## src/logic/asrc_pkg.sv

```systemverilog
package asrc_pkg;

  // ==========================================================
  // geometry
  localparam int unsigned ADDR_W = 17;
  localparam int unsigned DATA_W = 8;

  // ==========================================================
  // timing, ps and derived cycles at 4 ns
  localparam int unsigned CLK_PS      = 4000;
  localparam int unsigned T_CYCLE_PS  = 12000;
  localparam int unsigned T_AA_PS     = 12000;
  localparam int unsigned T_OE_PS     = 6000;
  localparam int unsigned T_OHZ_PS    = 5000;
  localparam int unsigned T_CW_PS     = 10000;
  localparam int unsigned T_AW_PS     = 10000;
  localparam int unsigned T_WP_PS     = 8000;
  localparam int unsigned T_DW_PS     = 7000;
  localparam int unsigned T_WZ_PS     = 5000;
  localparam int unsigned T_OW_PS     = 3000;

  function automatic int unsigned cyc_up(input int unsigned ps);
    int unsigned c;
    c = (ps + CLK_PS - 1) / CLK_PS;
    return (c < 1) ? 1 : c;
  endfunction

  // read: wait access time plus one sample cycle
  localparam int unsigned RD_CYC  = cyc_up(T_AA_PS) + 1;
  // gate release before the controller may drive
  localparam int unsigned TURN_CYC =
    cyc_up((T_OHZ_PS > T_WZ_PS) ? T_OHZ_PS : T_WZ_PS);
  // strobe low width, covers select, address and data setup
  localparam int unsigned WR_CYC  =
    cyc_up((T_CW_PS > T_WP_PS) ? T_CW_PS : T_WP_PS);
  localparam int unsigned REC_CYC = cyc_up(T_OW_PS);
  localparam int unsigned CYC_MIN = cyc_up(T_CYCLE_PS);
  localparam int unsigned CNT_W   = 4;

  localparam logic [DATA_W-1:0] DATA_RST = 8'h00;
  localparam logic [ADDR_W-1:0] ADDR_RST = 17'h00000;

  typedef enum logic [2:0] {
    ASRC_IDLE, ASRC_READ, ASRC_TURN, ASRC_WRITE, ASRC_REC
  } asrc_state_t;

endpackage
```

## src/logic/asrc_count.sv

```systemverilog
`timescale 1ns/100ps
module asrc_count
  import asrc_pkg::*;
(
  input  wire logic             core_clk,
  input  wire logic             rst_b,
  input  wire logic             load,
  input  wire logic [CNT_W-1:0] value,
  output logic                  done
);

  logic [CNT_W-1:0] cnt_q;

  // ==========================================================
  // down counter, done when zero
  always_ff @(posedge core_clk) begin
    if (!rst_b) begin
      cnt_q <= '0;
    end else if (load) begin
      cnt_q <= value;
    end else if (cnt_q != '0) begin
      cnt_q <= cnt_q - 4'h1;
    end
  end

  assign done = (cnt_q == '0);

endmodule

```

## src/logic/asrc_ctrl.sv

```systemverilog
`timescale 1ns/100ps
module asrc_ctrl
  import asrc_pkg::*;
(
  input  wire logic              core_clk,
  input  wire logic              rst_b,
  // user side
  input  wire logic              req,
  input  wire logic              req_write,
  input  wire logic [ADDR_W-1:0] req_addr,
  input  wire logic [DATA_W-1:0] req_wdata,
  output logic                   req_ready,
  output logic                   rsp_valid,
  output logic [DATA_W-1:0]      rsp_rdata,
  // memory pins
  output logic [ADDR_W-1:0]      mem_addr,
  output logic                   select_low_active_b,
  output logic                   select_high_active,
  output logic                   write_strobe_b,
  output logic                   output_gate_b,
  input  wire logic [DATA_W-1:0] byte_lines_i,
  output logic [DATA_W-1:0]      byte_lines_o,
  output logic                   byte_lines_oe
);

  asrc_state_t      state_q;
  asrc_state_t      state_d;
  logic             load;
  logic [CNT_W-1:0] load_val;
  logic             done;
  logic             accept;

  asrc_count u_count (
    .core_clk (core_clk),
    .rst_b    (rst_b),
    .load     (load),
    .value    (load_val),
    .done     (done)
  );

  assign accept = req_ready && req;

  // ==========================================================
  // sequencer
  always_comb begin
    state_d  = state_q;
    load     = 1'b0;
    load_val = '0;
    unique case (state_q)
      ASRC_IDLE: begin
        if (accept && !req_write) begin
          state_d  = ASRC_READ;
          load     = 1'b1;
          load_val = CNT_W'(RD_CYC - 1);
        end else if (accept) begin
          state_d  = ASRC_TURN;
          load     = 1'b1;
          load_val = CNT_W'(TURN_CYC - 1);
        end
      end
      ASRC_READ: begin
        if (done) begin
          state_d  = ASRC_REC;
          load     = 1'b1;
          load_val = CNT_W'(TURN_CYC - 1);
        end
      end
      ASRC_TURN: begin
        if (done) begin
          state_d  = ASRC_WRITE;
          load     = 1'b1;
          load_val = CNT_W'(WR_CYC - 1);
        end
      end
      ASRC_WRITE: begin
        if (done) begin
          state_d  = ASRC_REC;
          load     = 1'b1;
          load_val = CNT_W'(REC_CYC - 1);
        end
      end
      ASRC_REC: begin
        if (done) begin
          state_d = ASRC_IDLE;
        end
      end
      // unused codes of the 3-bit state fall back to idle
      default: begin
        state_d = ASRC_IDLE;
      end
    endcase
  end

  always_ff @(posedge core_clk) begin
    if (!rst_b) begin
      state_q <= ASRC_IDLE;
    end else begin
      state_q <= state_d;
    end
  end

  // ==========================================================
  // handshake
  always_ff @(posedge core_clk) begin
    if (!rst_b) begin
      req_ready <= 1'b0;
    end else begin
      req_ready <= (state_d == ASRC_IDLE) && !accept;
    end
  end

  always_ff @(posedge core_clk) begin
    if (!rst_b) begin
      rsp_valid <= 1'b0;
      rsp_rdata <= DATA_RST;
    end else begin
      rsp_valid <= 1'b0;
      // sampled while gate still low, before any address change
      if (state_q == ASRC_READ && done) begin
        rsp_valid <= 1'b1;
        rsp_rdata <= byte_lines_i;
      end
    end
  end

  // ==========================================================
  // pins; address and selects set in the same edge
  always_ff @(posedge core_clk) begin
    if (!rst_b) begin
      mem_addr <= ADDR_RST;
    end else if (accept) begin
      mem_addr <= req_addr;
    end
  end

  always_ff @(posedge core_clk) begin
    if (!rst_b) begin
      select_low_active_b <= 1'b1;
      select_high_active  <= 1'b0;
    end else begin
      select_low_active_b <= (state_d == ASRC_IDLE);
      select_high_active  <= (state_d != ASRC_IDLE);
    end
  end

  always_ff @(posedge core_clk) begin
    if (!rst_b) begin
      output_gate_b  <= 1'b1;
      write_strobe_b <= 1'b1;
    end else begin
      // gate only low in read, so writes never see a driving memory
      output_gate_b  <= (state_d != ASRC_READ);
      // strobe rising ends the write ahead of the selects
      write_strobe_b <= (state_d != ASRC_WRITE);
    end
  end

  always_ff @(posedge core_clk) begin
    if (!rst_b) begin
      byte_lines_o  <= DATA_RST;
      byte_lines_oe <= 1'b0;
    end else begin
      if (accept && req_write) begin
        byte_lines_o <= req_wdata;
      end
      // drive only after the turnaround, dropped on the same edge as the strobe rise
      byte_lines_oe <= (state_d == ASRC_WRITE);
    end
  end

endmodule

```

## config.mk

```make
export PLATFORM = sky130hd
export DESIGN_NAME = asrc_ctrl
export DESIGN_NICKNAME = d
export VERILOG_FILES = /design/src/logic/asrc_pkg.sv /design/src/logic/asrc_count.sv /design/src/logic/asrc_ctrl.sv
export SDC_FILE = /design/constraint.sdc
export NUM_CORES = 1
export LEC_CHECK = 0
export ABC_CLOCK_PERIOD_IN_PS = 3600
export BUFFER_PORTS_ARGS = -buffer_cell sky130_fd_sc_hd__buf_2
export CORE_ASPECT_RATIO = 0.9
export CORE_MARGIN = 4
export CORE_UTILIZATION = 45
export DETAILED_ROUTE_END_ITERATION = 7
export GPL_TIMING_DRIVEN = 0
export PLACE_DENSITY = 0.74
export SLEW_MARGIN = 25
export SYNTH_ARGS = -nofsm -noshare
export SYNTH_HDL_FRONTEND = slang
export SYNTH_HIERARCHICAL = 1
export SYNTH_SLANG_ARGS = --single-unit
```

## constraint.sdc

```tcl
create_clock -name core_clk -period 3.6 [get_ports core_clk]
set_input_delay 0.72 -clock core_clk [delete_from_list [all_inputs] [get_ports core_clk]]
set_output_delay 0.72 -clock core_clk [all_outputs]
set_load 0.01 [all_outputs]
```

==> flow_summary.toml <==
[outcome]
run_status = "complete, no violations"

[clock_network]
tritoncts_clock_tree = "yes"
reg_clk_slew_reported_paths_ns = 0.08
cts_hold_buf = 0
tritoncts_buffers = 5
ctsRootBufferMaster = "clkbuf_8"
cts.sink_count = 47
cts.repair_timing.setup_buffer_count = 0
cts_max_path_buffers = 2
post_cts_resized = 0
h-tree-depth = 2
clock_latency_at_the_later_pin_of_the_worst_skew_pair_ns = 0.29

[sta]
skew_ns = 0.00498
report.final.slew_viol_count = 0
clock.fmax_ghz = 0.492
timing.final.hold_violations = 0
setup_tns_ns = 0
rsz0062_at_grt = "no"
timing.final.crit_period_ns = 2.03
layout_worst_path_cycle_share = 0.565
setup_ws_ns = 1.57
final-setup-viol-count = 0

[floorplanning]
initial_core_util = 0.483
fp.dieArea_um2 = 5240
fp.dieW_um = 75.9
design.portCount = 77
dieHeight_um = 69.1
placementRows = 21
coreArea_um2 = 3860

[yosys]
netlist_top_cells_count = "nand2_1, dfxtp_1, a21oi_1, buf_2, nand3_1"
yosys_register_bits = 47
synth.yosys.seq_area_share = 0.504
synth_cell_type_count = 40
post-synth-top-count-cell = "nand2_1"
syn-instance-count = 217
yosysWarnings = 6
post_synth_design_cell_area_um2 = 1870
synthesis.area_per_instance_um2 = 8.60
post-synth-top-area-cell = "dfxtp_1"
synth_edf_count = 0
top_ff_cell_synth = "dfxtp_1"
ys_async_sr_fraction = 0
yosys-top-cells-area = "dfxtp_1, nand2_1, a21oi_1"
synth_largest_type_area_fraction = 0.504

[route]
dr_total_vias = 1698
wl_per_cell_um = 12.1
routed_wl_um = 4200
drt_drc_violations_left = 0
viasPerCell = 4.88
route.antenna.remaining_nets = 0
detail_route.wirelength.met1_um = 1850
drt_iter0_markers = 81
maxUsedRoutingLayer = "met3"
detailroute.wirelength.met3_um = 381
drt_pass1_iterations = 4
wl_met2_um = 1970

[cells_and_area]
instances_no_fill = 348
layout-drive-gt1-share = 0.348
final_nets = 339
area.growth.synth_to_final_pct = 30.0
stdcell_area_um2 = 2420
fin_util = 0.628
antenna_cells_inserted = 0

[min_path]
worstHoldStart = "mem_addr[9]"
min_to = "mem_addr[9]"
min_path_cells = 2
timing.hold.worst.class = "flop to flop"

[place]
pre_cts_ws_ns = 1.27
routability_congestion_estimate = 0.767
portBuffers = 76
detailed_place.area_um2 = 2310
dpl.cell_count = 340
detailed_place_hpwl_um = 3120

[critical_path]
crit-reg2reg-launch = "u_count/cnt_q[0]"
critPathCaptureType = "flop"
r2r_setup_slack_ns = 1.57
worst_setup_path_start_kind = "input port"
path_max_fanout = 10
rr_endpoint = "u_count/cnt_q[0]"
startpoint = "req"
critPathArrivalTime_ns = 2.21
worstPathRequired_ns = 3.78
reg2regPathDepth = 8
path_class = "input port to flop"

[global_route]
first_global_vias = 1580
grt_remaining_overflow = 0
grt_max_degree = 15
number_of_antenna_violations_at_the_first_check_in_global_routing = 0
grt_pass1_wl_um = 6930
grt.total_usage = 0.165

[pwr]
leakage_nw = 1.08
cellPowerDensity_nw_per_um2 = 592
vdd.ir_drop.worst_v = 0.000328

[run]
drv_cap = 0
==> cell families (layout without fill, tap and decap cells) <==
group                    after synthesis  after routing  share of synthesized area
multiplexers                           2              2                     0.0114
AND/OR/NAND/NOR                       96             96                      0.248
adder cells (fa/ha/maj)                1              1                    0.00671
flip-flops                            47             47                      0.504
AO/OA/AOI/OAI                         50             50                      0.169
buffers and inverters                 18            102                     0.0490
XOR/XNOR                               2              2                    0.00939
other                                  1              2                    0.00201
==> worst max-delay path, cell delays in order <==
cell and delay (ns):
buf_2 0.12, and2_1 0.12, buf_2 0.21, buf_2 0.25, nand2_1 0.07, a21oi_1 0.36
nand2b_1 0.25, o21ai_1 0.10
==> state kept, by name (all words and copies together) (netlist names) <==
signal and cells:
byte_lines_o 8, byte_lines_oe 1, mem_addr 17, output_gate_b 1, req_ready 1, rsp_rdata 8, rsp_valid 1, select_high_active 1
select_low_active_b 1, state_q 3, u_count/cnt_q 4, write_strobe_b 1
==> how the worst max path moves through the flow <==
stage	to	slack, ns	cells past startpoint
2_1_floorplan	u_count/cnt_q[3]	1.71	7
3_3_place_gp	u_count/cnt_q[0]	1.32	8
3_5_place_dp	u_count/cnt_q[3]	1.27	8
4_1_cts	u_count/cnt_q[0]	1.58	8
5_1_grt	u_count/cnt_q[3]	1.40	8
6_report	u_count/cnt_q[0]	1.57	8
==> area by class of cell <==
| class | count | area [um^2] |
|---|---|---|
| tap | 46 | 57.6 |
| clock inverter | 2 | 35.0 |
| fill | 336 | 1440 |
| clock buffer | 6 | 82.6 |
| timing repair buffer | 76 | 380 |
| sequential | 47 | 941 |
| multi-input combinational | 153 | 837 |
| buffer | 14 | 76.3 |
| inverter | 4 | 15.0 |
==> cells in the final DEF, fill, tap and decap left out, types with 2 or more instances in the layout <==
| cell | synthesis | final |
|---|---|---|
| a21oi_1 | 35 | 35 |
| clkbuf_8 | 0 | 6 |
| nand3_1 | 5 | 5 |
| a31oi_1 | 2 | 2 |
| and2_1 | 3 | 3 |
| buf_2 | 7 | 83 |
| xnor2_1 | 2 | 2 |
| inv_1 | 3 | 3 |
| nand2_1 | 70 | 70 |
| conb_1 | 1 | 2 |
| nand2b_1 | 3 | 3 |
| o31ai_1 | 2 | 2 |
| dfxtp_1 | 47 | 47 |
| buf_4 | 2 | 2 |
| buf_1 | 2 | 2 |
| clkbuf_1 | 2 | 2 |
| o21ai_0 | 4 | 4 |
| nor2_1 | 4 | 4 |
==> power by group <==
| group | total, mW | switching, mW | internal [mW] |
|---|---|---|---|
| Clock | 0.392 | 0.167 | 0.225 |
| Combinational | 0.427 | 0.224 | 0.202 |
| Sequential | 0.618 | 0.0396 | 0.578 |
==> stage by stage <==
step / hold slack [ns] / power, mW
CTS: 0.455 / 1.45
floorplan: 0.481 / 0.941
detailed placement: 0.443 / 1.06
global placement: 0.439 / 1.05
finish: 0.453 / 1.44
global route: 0.471 / 1.52
==> per-layer routing <==
layer,global-route usage,vias up
li1,-,886
met1,0.221,750
met2,0.254,62
met3,0.0509,0
met4,0.0408,0
met5,0,-
(Power assumes the default switching activity.)
